## src/hw/ecvs_regs.svh

```systemverilog
// Constants for the edge count voltage select block
`ifndef ECVS_REGS_SVH
`define ECVS_REGS_SVH

// Reference clock rate in MHz (20 ns period)
`define ECVS_CLK_MHZ          50
// Highest documented program edge rate, in kHz
`define ECVS_MAX_EDGE_KHZ     1000
// Latch hold time after the last edge, in microseconds
`define ECVS_LATCH_HOLD_US    500
// Low level that disables the part, in microseconds
`define ECVS_DISABLE_LOW_US   500
// Least low width before a rising edge counts, in ns
`define ECVS_MIN_PULSE_NS     100

// Cycle counts; least times round up
`define ECVS_LATCH_HOLD_CYC   (`ECVS_LATCH_HOLD_US * `ECVS_CLK_MHZ)
`define ECVS_DISABLE_LOW_CYC  (`ECVS_DISABLE_LOW_US * `ECVS_CLK_MHZ)
`define ECVS_MIN_PULSE_CYC    \
  ((`ECVS_MIN_PULSE_NS * `ECVS_CLK_MHZ + 999) / 1000)

// Edge counting and set-point coding
`define ECVS_MAX_EDGES        5'h10
`define ECVS_DEFAULT_CODE     4'h0
`define ECVS_CNT_W            20

`endif

```

## src/hw/ecvs_pkg.sv

```systemverilog
// Types shared by the edge count voltage select block
package ecvs_pkg;

  // Program line states
  typedef enum logic [1:0] {
    ST_OFF,
    ST_PROG,
    ST_ON
  } ecvs_state_t;

  typedef logic [19:0] ecvs_cnt_t;
  typedef logic [4:0]  ecvs_edges_t;
  typedef logic [3:0]  ecvs_code_t;

endpackage

```

## src/hw/ecvs_pin_if.sv

```systemverilog
// Filtered pin levels and events passed from the pin stage to the core
`timescale 1ns/1ps
interface ecvs_pin_if;
  logic en_level;
  logic en_rise;
  logic sel_level;

  modport src (output en_level, output en_rise, output sel_level);
  modport dst (input  en_level, input  en_rise, input  sel_level);
endinterface

```

## src/hw/ecvs_pinsync.sv

```systemverilog
// Three-stage pin synchroniser with agreement filter and edge detect
`timescale 1ns/1ps
module ecvs_pinsync (
  input  wire logic clk,
  input  wire logic rst,
  input  wire logic sel_pin,
  input  wire logic en_pin,
  ecvs_pin_if.src   pins
);
  logic [1:0] raw;
  logic [1:0] s1;
  logic [1:0] s2;
  logic [1:0] s3;
  logic [1:0] filt;
  logic [1:0] next_filt;
  logic       rise;

  // Bit 0 is the select pin, bit 1 the enable/program line
  assign raw = {en_pin, sel_pin};

  // A change counts only once stages two and three agree
  generate
    for (genvar i = 0; i < 2; i++) begin : g_pin
      assign next_filt[i] = (s2[i] == s3[i]) ? s3[i] : filt[i];
      always_ff @(posedge clk) begin
        if (rst) begin
          s1[i]   <= 1'b0;
          s2[i]   <= 1'b0;
          s3[i]   <= 1'b0;
          filt[i] <= 1'b0;
        end else begin
          s1[i]   <= raw[i];
          s2[i]   <= s1[i];
          s3[i]   <= s2[i];
          filt[i] <= next_filt[i];
        end
      end
    end
  endgenerate

  // Rising edge pulse lines up with the new filtered level
  always_ff @(posedge clk) begin
    if (rst) begin
      rise <= 1'b0;
    end else begin
      rise <= next_filt[1] & ~filt[1];
    end
  end

  assign pins.sel_level = filt[0];
  assign pins.en_level  = filt[1];
  assign pins.en_rise   = rise;
endmodule // ecvs_pinsync

```

## src/hw/ecvs_top.sv

```systemverilog
// Edge count voltage select core: reference select and pulse programming
//
// Functional notes
// - Select high: high reference active, low reference off.
// - Select low: low reference active, high reference off.
// - Count rising edges on program line into sixteen states.
// - Count n gives low reference 0.60 V plus 0.04 V per step.
// - Edges up to 1 MHz accepted; host stays at or below it.
// - Line held high for latch time latches count to output.
// - Line low beyond disable timeout disables the device.
// - Disable resets setting to default low reference.
// - After reset, before programming, default low reference applies.
// - Select toggles switch set-point directly, no programming.
`timescale 1ns/1ps
`include "ecvs_regs.svh"
module ecvs_top
  import ecvs_pkg::*;
#(
  parameter int unsigned LATCH_HOLD_CYC  = `ECVS_LATCH_HOLD_CYC,
  parameter int unsigned DISABLE_LOW_CYC = `ECVS_DISABLE_LOW_CYC,
  parameter int unsigned MIN_PULSE_CYC   = `ECVS_MIN_PULSE_CYC
) (
  input  wire logic       REF_CLK,
  input  wire logic       RST,
  input  wire logic       SEL_PIN,
  input  wire logic       EN_SET_PIN,
  output logic            HIGH_REF_EN,
  output logic            LOW_REF_EN,
  output logic [3:0]      LOW_REF_CODE,
  output logic            DEVICE_ON
);

  // Saturating edge increment, used by the edge tally only
  function automatic ecvs_edges_t sat_inc(input ecvs_edges_t n);
    sat_inc = (n >= `ECVS_MAX_EDGES) ? `ECVS_MAX_EDGES : n + 5'h01;
  endfunction

  // Edge count 1..16 to code 0..15; step is 40 mV above 0.60 V
  function automatic ecvs_code_t edges_to_code(input ecvs_edges_t n);
    edges_to_code = (n == 5'h00) ? `ECVS_DEFAULT_CODE : 4'(n - 5'h01);
  endfunction

  ecvs_pin_if  pins ();

  ecvs_state_t state;
  ecvs_state_t next_state;
  ecvs_edges_t pend;
  ecvs_edges_t next_pend;
  ecvs_cnt_t   hi_cnt;
  ecvs_cnt_t   next_hi_cnt;
  ecvs_cnt_t   low_cnt;
  ecvs_cnt_t   next_low_cnt;
  ecvs_code_t  next_code;
  logic        next_on;
  logic        rise_ok;
  logic        latch_now;
  logic        off_now;
  ecvs_cnt_t   latch_last;
  ecvs_cnt_t   dis_last;
  ecvs_cnt_t   dis_full;
  ecvs_cnt_t   min_low;

  // Both pins are asynchronous to REF_CLK
  ecvs_pinsync u_sync (
    .clk     (REF_CLK),
    .rst     (RST),
    .sel_pin (SEL_PIN),
    .en_pin  (EN_SET_PIN),
    .pins    (pins.src)
  );

  // Timing limits cut to counter width
  assign latch_last = `ECVS_CNT_W'(LATCH_HOLD_CYC - 1);
  assign dis_last   = `ECVS_CNT_W'(DISABLE_LOW_CYC - 1);
  assign dis_full   = `ECVS_CNT_W'(DISABLE_LOW_CYC);
  assign min_low    = `ECVS_CNT_W'(MIN_PULSE_CYC);

  // Short low glitches are not edges; a 1 MHz host stays well clear
  assign rise_ok   = pins.en_rise && (low_cnt >= min_low);
  assign latch_now = (state == ST_PROG) && pins.en_level
                     && (hi_cnt == latch_last);
  assign off_now   = (state != ST_OFF) && !pins.en_level
                     && (low_cnt == dis_last);

  // Low time saturates so a long-off line still reads as long low
  assign next_low_cnt = pins.en_level ? '0 :
                        (low_cnt >= dis_full) ? low_cnt :
                        low_cnt + 20'h00001;

  // High time restarts at each counted edge
  assign next_hi_cnt = (!pins.en_level || rise_ok) ? '0 :
                       (hi_cnt >= latch_last) ? hi_cnt :
                       hi_cnt + 20'h00001;

  // Edge tally: fresh sequence from off or latched, else saturating
  assign next_pend = off_now ? 5'h00 :
                     (rise_ok && state != ST_PROG) ? 5'h01 :
                     (rise_ok) ? sat_inc(pend) :
                     pend;

  // Set-point: default on disable, decoded count on latch
  assign next_code = off_now ? `ECVS_DEFAULT_CODE :
                     latch_now ? edges_to_code(pend) :
                     LOW_REF_CODE;

  // Enable follows first edge and drops on the long low
  assign next_on = off_now ? 1'b0 :
                   (state == ST_OFF && rise_ok) ? 1'b1 :
                   DEVICE_ON;

  // Program line sequencer
  always_comb begin
    next_state = state;
    case (state)
      ST_OFF: begin
        if (rise_ok) begin
          next_state = ST_PROG;
        end
      end
      ST_PROG: begin
        if (off_now) begin
          next_state = ST_OFF;
        end else if (latch_now) begin
          next_state = ST_ON;
        end
      end
      ST_ON: begin
        if (off_now) begin
          next_state = ST_OFF;
        end else if (rise_ok) begin
          next_state = ST_PROG;
        end
      end
      default: begin
        next_state = ST_OFF;
      end
    endcase
  end

  // Counters and sequencer state
  always_ff @(posedge REF_CLK) begin
    if (RST) begin
      state   <= ST_OFF;
      pend    <= 5'h00;
      hi_cnt  <= 20'h00000;
      low_cnt <= `ECVS_CNT_W'(MIN_PULSE_CYC);
    end else begin
      state   <= next_state;
      pend    <= next_pend;
      hi_cnt  <= next_hi_cnt;
      low_cnt <= next_low_cnt;
    end
  end

  // Registered outputs; the reference pair tracks select level only,
  // the host keeps select low while programming the low reference
  always_ff @(posedge REF_CLK) begin
    if (RST) begin
      HIGH_REF_EN  <= 1'b0;
      LOW_REF_EN   <= 1'b1;
      LOW_REF_CODE <= `ECVS_DEFAULT_CODE;
      DEVICE_ON    <= 1'b0;
    end else begin
      HIGH_REF_EN  <= pins.sel_level;
      LOW_REF_EN   <= !pins.sel_level;
      LOW_REF_CODE <= next_code;
      DEVICE_ON    <= next_on;
    end
  end
endmodule // ecvs_top

```

## config.mk

```make
export PLATFORM = sky130hd
export DESIGN_NAME = ecvs_top
export DESIGN_NICKNAME = d
export VERILOG_FILES = /design/src/hw/ecvs_pkg.sv /design/src/hw/ecvs_pin_if.sv /design/src/hw/ecvs_pinsync.sv /design/src/hw/ecvs_top.sv
export VERILOG_INCLUDE_DIRS = /design/src /design/src/hw
export SDC_FILE = /design/constraint.sdc
export NUM_CORES = 1
export LEC_CHECK = 0
export ABC_AREA = 1
export BUFFER_PORTS_ARGS = -buffer_cell sky130_fd_sc_hd__buf_2
export CAP_MARGIN = 5
export CORE_ASPECT_RATIO = 0.8
export CORE_MARGIN = 2
export CORE_UTILIZATION = 40
export CTS_BUF_LIST = sky130_fd_sc_hd__clkbuf_4 sky130_fd_sc_hd__clkbuf_8 sky130_fd_sc_hd__clkbuf_16
export CTS_CLUSTER_SIZE = 10
export DETAILED_ROUTE_END_ITERATION = 10
export PLACE_DENSITY = 0.65
export SLEW_MARGIN = 0
export SYNTH_ARGS = -nofsm -noshare
export SYNTH_HDL_FRONTEND = slang
export SYNTH_SLANG_ARGS = --single-unit
```

## constraint.sdc

```tcl
create_clock -name REF_CLK -period 1.5 [get_ports REF_CLK]
set_clock_uncertainty 0.15 [all_clocks]
set_input_delay 0.075 -clock REF_CLK [delete_from_list [all_inputs] [get_ports REF_CLK]]
set_output_delay 0.075 -clock REF_CLK [all_outputs]
set_load 0.05 [all_outputs]
```

==> results of run 1 <==
-- through the flow --
stage | cells | power [W] | setup TNS, ns | setup slack (ns)
6_report | 742 | 0.00389 | -7.08 | -0.221
5_1_grt | 742 | 0.00404 | -10.04 | -0.288
4_1_cts | 737 | 0.00384 | -4.90 | -0.199
3_5_place_dp | 709 | 0.00204 | -7.33 | -0.218
3_3_place_gp | 709 | 0.00203 | -4.83 | -0.147
2_1_floorplan | 533 | 0.00190 | -1.24 | -0.0684
-- flip-flops by register name (all words and copies together), names as in the netlist, 2 cells and up --
| register | flops |
|---|---|
| LOW_REF_CODE | 4 |
| pend | 5 |
| u_sync.s1 | 2 |
| state | 2 |
| u_sync.s2 | 2 |
| hi_cnt | 20 |
| u_sync.s3 | 2 |
| low_cnt | 20 |
-- layout make-up --
type | count | area [um2]
Clock buffer | 9 | 124
Clock inverter | 7 | 103
Fill cell | 730 | 3500
Inverter | 73 | 287
Multi-Input combinational cell | 383 | 2310
Sequential cell | 63 | 1290
Tap cell | 112 | 140
Timing Repair Buffer | 95 | 833
-- worst reg2reg max path, stage by stage (launching register included) --
cell	delay, ns
dfxtp_4	0.36
inv_4	0.04
ha_2	0.17
nor2_4	0.11
nor2_2	0.04
nor2_2	0.12
nand3_4	0.13
a21oi_4	0.20
inv_4	0.08
buf_12	0.14
a21oi_2	0.10
-- placed cells by master (no fill, tap or decap), types with 12 or more instances in the layout --
cell	instances
a21oi_2	27
buf_4	60
buf_6	14
dfxtp_1	52
inv_1	60
nand2_1	111
nand2_2	12
nand3_1	51
nand3_2	15
nand4_1	14
nor2_1	68
nor2_4	14
xor2_1	12
-- final timing paths --
path	from	to	slack, ns	cells past startpoint
worst min-delay path	u_sync.s1[0]	u_sync.s2[0]	0.26	2
worst max register to register	low_cnt[1]	hi_cnt[6]	-0.22	10
worst min register to register	u_sync.s1[0]	u_sync.s2[0]	0.26	2
worst max-delay path	low_cnt[1]	hi_cnt[6]	-0.22	10
-- timing repair --
item                                   CTS  global route
pin swaps                               16            39
hold buffers                             5             0
buffers inserted                         7             4
gates cloned                             0             1
resized for setup                       41            78
setup endpoints to repair               47            47
endpoints found under the hold margin   10             0
-- kinds of logic (layout without fill, tap and decap cells) --
kind of cell / count (synthesis) / after routing / share of synthesized area (%)
simple gates: 307 / 307 / 38.6
buf+inv: 87 / 184 / 10.4
flops: 63 / 63 / 35.0
compound gates: 51 / 51 / 9.07
xor+xnor: 17 / 17 / 4.14
fa+ha+maj: 8 / 8 / 2.78
-- power by group through the flow --
stage / clock network, W / logic [W] / registers (W)
after floorplan: 0 / 0.000157 / 0.00175
after global placement: 0 / 0.000280 / 0.00175
after detailed placement: 0 / 0.000286 / 0.00175
after CTS: 0.00174 / 0.000382 / 0.00171
after global routing: 0.00183 / 0.000495 / 0.00171
final: 0.00171 / 0.000466 / 0.00171
-- per-layer routing --
metal,up-vias,GRT usage (%),wire (um)
met4,0,6.44,174
li1,1877,-,-
met1,1653,26.6,4560
met3,20,4.20,350
met2,82,28.8,4310
met5,-,0,0
==> impl_metrics.toml, run 1 <==
[status]
status = "complete, but fails checks"
violations = "negative setup slack"

[timing]
relSlewSlack_pct = 63.5
final_period_minus_worst_setup_slack_ns = 1.72
rsz0062_at_grt = "yes"
hold_viol_final = 0
setup_viol = 47
fin_hold_ws_ns = 0.261
worst_slew_pin_slew_ns = 0.547
fin_crit_sh_pct = 115
fmax_ghz = 0.581
fin_ws_ns = -0.221
slew_viol_final = 0

[global_routing]
grt_overflow = 0
antenna_found_initial = 0
grt_pass1_vias = 3247
grt_max_degree = 20
grt_pass1_wl_mm = 14.6
track_usage_pct = 19.0

[min_path]
worst_hold_path_type = "reg2reg"

[critical_path]
path_class = "reg2reg"
crit_arrival_ns = 1.85
crit_chain = "inv_4 -> ha_2 -> nor2_4 -> nor2_2 -> nor2_2 -> nand3_4 -> a21oi_4 -> inv_4 -> buf_12 -> a21oi_2"
required_ns = 1.62
cp_max_fo = 6
critPathMaxStageDelay_ns = 0.36
path_buf_inv = 3
end_kind = "flop"
cp_slowest_cell = "dfxtp_4"
startpoint_type = "flop"
path_delay_family = "simple AND/OR/NAND/NOR gates"

[pwr]
p_int_w = 0.00287
cellLeakagePower_nw = 2.08
powerDensity_nw_per_um2 = 763
ir_drop_uv = 605
seqPwrFrac_pct = 44.0
p_switching_w = 0.00101
comb_power_share_pct = 12.0
pwr-share-clk_pct = 44.0
sw_frac_of_total_pct = 26.1

[layout]
fin_area_um2 = 5090
nets = 637
drive_gt1_share_pct = 36.7
area_growth_pct = 41.4
antenna_cells = 0
finish.utilization_pct = 59.2

[drt]
wirelength_mm = 9.40
first_pass_iters = 5
vias_per_cell = 4.89
wl_per_cell_um = 12.7
ant_nets = 0
drcViolationCount = 0
drt_iter0_markers = 157
dr_total_vias = 3632

[yosys]
syn_nets = 545
yosysUniqueCellTypes = 28
synthFlopType = "dfxtp_1"
synth_area_leaders = "dfxtp_1 (35%), nand2_1 (13%), nand3_1 (8.9%)"
ys_ff_latch = 63
synth_top_area_share_pct = 35.0
synth_area_um2 = 3600
syn_area_per_cell_um2 = 6.75
synth_most_common_cell = "nand2_1"
synth_edf_count = 0
synthArstFlopShare_pct = 0
seq_area_frac_synth_pct = 35.0
yosysTopAreaCell = "dfxtp_1"
ys_warn_count = 0
synth_commonest_cells = "nand2_1 (121), nor2_1 (79), inv_1 (67)"
synthCells = 533

[cts]
clockBufferDepth = 2
h-tree-depth = 3
cts_buffers = 9
cts_tree = "built"
clk_latency_ns = 0.34
path_clk_slew_ns = 0.08
cts.sinks = 63
cts-root-buf = "clkbuf_8"

[placed_design]
post-dp-hpwl_mm = 6.07
placed_cell_area_um2 = 4280
io_buffers = 10
gp_congestion = 0.867

[floorplan]
fp-row-count = 30
die_width_um = 110
coreArea_um2 = 8600
start_util_pct = 41.9
die_h_um = 88.9
ios = 11
dieArea_um2 = 9780

[flow_run]
maxCapViolations = 0
Note: power is estimated with default switching activity, not from simulation.
==> run 2, diff against run 1 <==
--- a/config.mk
+++ b/config.mk
@@ -7,15 +7,16 @@
 export NUM_CORES = 1
 export LEC_CHECK = 0
 export ABC_AREA = 1
-export BUFFER_PORTS_ARGS = -buffer_cell sky130_fd_sc_hd__buf_2
 export CAP_MARGIN = 5
 export CORE_ASPECT_RATIO = 0.8
 export CORE_MARGIN = 2
 export CORE_UTILIZATION = 40
 export CTS_BUF_LIST = sky130_fd_sc_hd__clkbuf_4 sky130_fd_sc_hd__clkbuf_8 sky130_fd_sc_hd__clkbuf_16
+export CTS_CLUSTER_DIAMETER = 40
 export CTS_CLUSTER_SIZE = 10
 export DETAILED_ROUTE_END_ITERATION = 10
-export PLACE_DENSITY = 0.65
+export DONT_BUFFER_PORTS = 1
+export PLACE_DENSITY = 0.64
 export SLEW_MARGIN = 0
 export SYNTH_ARGS = -nofsm -noshare
 export SYNTH_HDL_FRONTEND = slang
==> run 2 against run 1 <==
  * Fmax fell by 0.46%
  * Die area did not move
  * Design area fell by 2.9%
  * Highest routed layer unchanged
  * The run still ends with negative setup slack left
  * Largest power group unchanged
==> impl_metrics.toml, run 2 (synthesis results as in run 1) <==
[status]
status = "complete, but fails checks"
violations = "negative setup slack"

[drt]
vias_per_cell = 4.98
drt_iter0_markers = 156
dr_total_vias = 3646
drcViolationCount = 0
wirelength_mm = 9.33
ant_nets = 0
first_pass_iters = 5
wl_per_cell_um = 12.7

[timing]
final_period_minus_worst_setup_slack_ns = 1.73
relSlewSlack_pct = 67.5
setup_viol = 47
fmax_ghz = 0.578
worst_slew_pin_slew_ns = 0.487
fin_crit_sh_pct = 115
slew_viol_final = 0
setup_tns_ns = -7.81
rsz0062_at_grt = "yes"
hold_viol_final = 0
fin_ws_ns = -0.229

[floorplan]
start_util_pct = 41.9
coreArea_um2 = 8600
dieArea_um2 = 9780
die_width_um = 110
fp-row-count = 30
die_h_um = 88.9
ios = 11

[critical_path]
r2r_cells = 10
required_ns = 1.65
startpoint_type = "flop"
crit_arrival_ns = 1.88
cp_max_fo = 5
end_kind = "flop"
path_class = "reg2reg"

[pwr]
seqPwrFrac_pct = 48.0
sw_frac_of_total_pct = 28.6
ir_drop_uv = 460
powerDensity_nw_per_um2 = 722
p_int_w = 0.00255
pwr-share-clk_pct = 40.7
cellLeakagePower_nw = 2.06
p_switching_w = 0.00102
comb_power_share_pct = 11.3

[global_routing]
grt_overflow = 0
grt_pass1_wl_mm = 15.3
grt_max_degree = 19
antenna_found_initial = 0
grt_pass1_vias = 3415
track_usage_pct = 20.0

[layout]
area_growth_pct = 37.3
largestRegisters = "hi_cnt (20), low_cnt (20), pend (5)"
drive_gt1_share_pct = 33.1
nets = 627
fillers = 761
final_common_cell = "nand2_1"
seqCellArea_um2 = 1290
instances_no_fill = 732
multi_input_area_um2 = 2230
final_cell_mix = "nand2_1 (111), nor2_1 (71), buf_4 (65)"
antenna_cells = 0

[cts]
cts-root-buf = "clkbuf_8"
cts_tree = "built"
cts.sinks = 63
cts_buffers = 9
path_clk_slew_ns = 0.08
h-tree-depth = 3
clockBufferDepth = 2
clk_latency_ns = 0.35

[placed_design]
pre_cts_slack_ns = -0.195
post-dp-hpwl_mm = 6.10
place_inst = 700
gp_congestion = 0.920
io_buffers = 0

[min_path]
whs_path_depth = 3
worst_hold_path_type = "in2reg"

[flow_run]
maxCapViolations = 0
## run 2: cell count changes in the layout (fill, tap and decap cells not counted), moves of 4 or more
cell,change
nand3_1,+4
nand3_2,-4
o21ai_1,+4
buf_2,-10
a21oi_2,-5
a21oi_1,+4
buf_6,-7
nor2_4,-6
buf_4,+5
nand2_4,+4
## run 2: layer usage
layer | share of wire [%] | vias to the layer above | routed length, um | GRT usage (%)
met1 | 46 | 1695 | 4320 | 26.8
met5 | 0 | - | 0 | 0
met2 | 46 | 87 | 4330 | 31.3
met4 | 1.4 | 0 | 130 | 6.21
met3 | 5.9 | 13 | 548 | 5.30
li1 | - | 1851 | - | -
## run 2: path summary, 6_finish.rpt
| kind | from | to | slack [ns] |
|---|---|---|---|
| worst min-delay path | EN_SET_PIN | u_sync.s1[1] | 0.22 |
| worst min register to register | u_sync.s1[1] | u_sync.s2[1] | 0.26 |
| worst max register to register | low_cnt[1] | hi_cnt[2] | -0.23 |
| worst max-delay path | low_cnt[1] | hi_cnt[2] | -0.23 |
## run 2: worst max-delay path: stages, from the launching register on
cell and delay (ns):
dfxtp_4 0.37, inv_4 0.04, ha_2 0.16, nor2_1 0.12, nor2_1 0.07, nor2_2 0.13, nand3_4 0.12, a21oi_4 0.17
inv_4 0.09, clkbuf_16 0.17, a21oi_2 0.09
## run 2: cell type report
class | instances | area share, %
Inverter | 73 | 5.77
Tap cell | 112 | 2.84
Clock inverter | 6 | 1.01
Sequential cell | 63 | 26.1
Timing Repair Buffer | 85 | 16.4
Clock buffer | 10 | 2.78
Multi-Input combinational cell | 383 | 45.1
## run 2: stage by stage
stage          utilization, %  hold WS, ns  area (um2)  total power, W
2_1_floorplan               -       0.0320        3610         0.00190
3_3_place_gp             49.4     -0.00198        4250         0.00202
3_5_place_dp             49.4    0.0000633        4250         0.00203
4_1_cts                  53.3        0.213        4590         0.00354
5_1_grt                  57.5        0.214        4940         0.00371
6_report                 57.5        0.223        4940         0.00357
## run 2: repair_timing
| item | in CTS | in global routing |
|---|---|---|
| gates resized for setup | 23 | 68 |
| pin swaps | 11 | 32 |
| setup endpoints to repair | 47 | 47 |
| hold buffers | 3 | 0 |
| hold endpoints to repair | 39 | 0 |
| setup buffers | 5 | 5 |
| gates cloned | 0 | 3 |
## run 2: power groups by stage
| stage | Sequential (W) | Combinational (W) | Clock [W] |
|---|---|---|---|
| global placement | 0.00175 | 0.000266 | 0 |
| CTS | 0.00172 | 0.000332 | 0.00149 |
| detailed placement | 0.00176 | 0.000275 | 0 |
| global route | 0.00172 | 0.000430 | 0.00156 |
| floorplan | 0.00175 | 0.000157 | 0 |
| finish | 0.00171 | 0.000404 | 0.00145 |
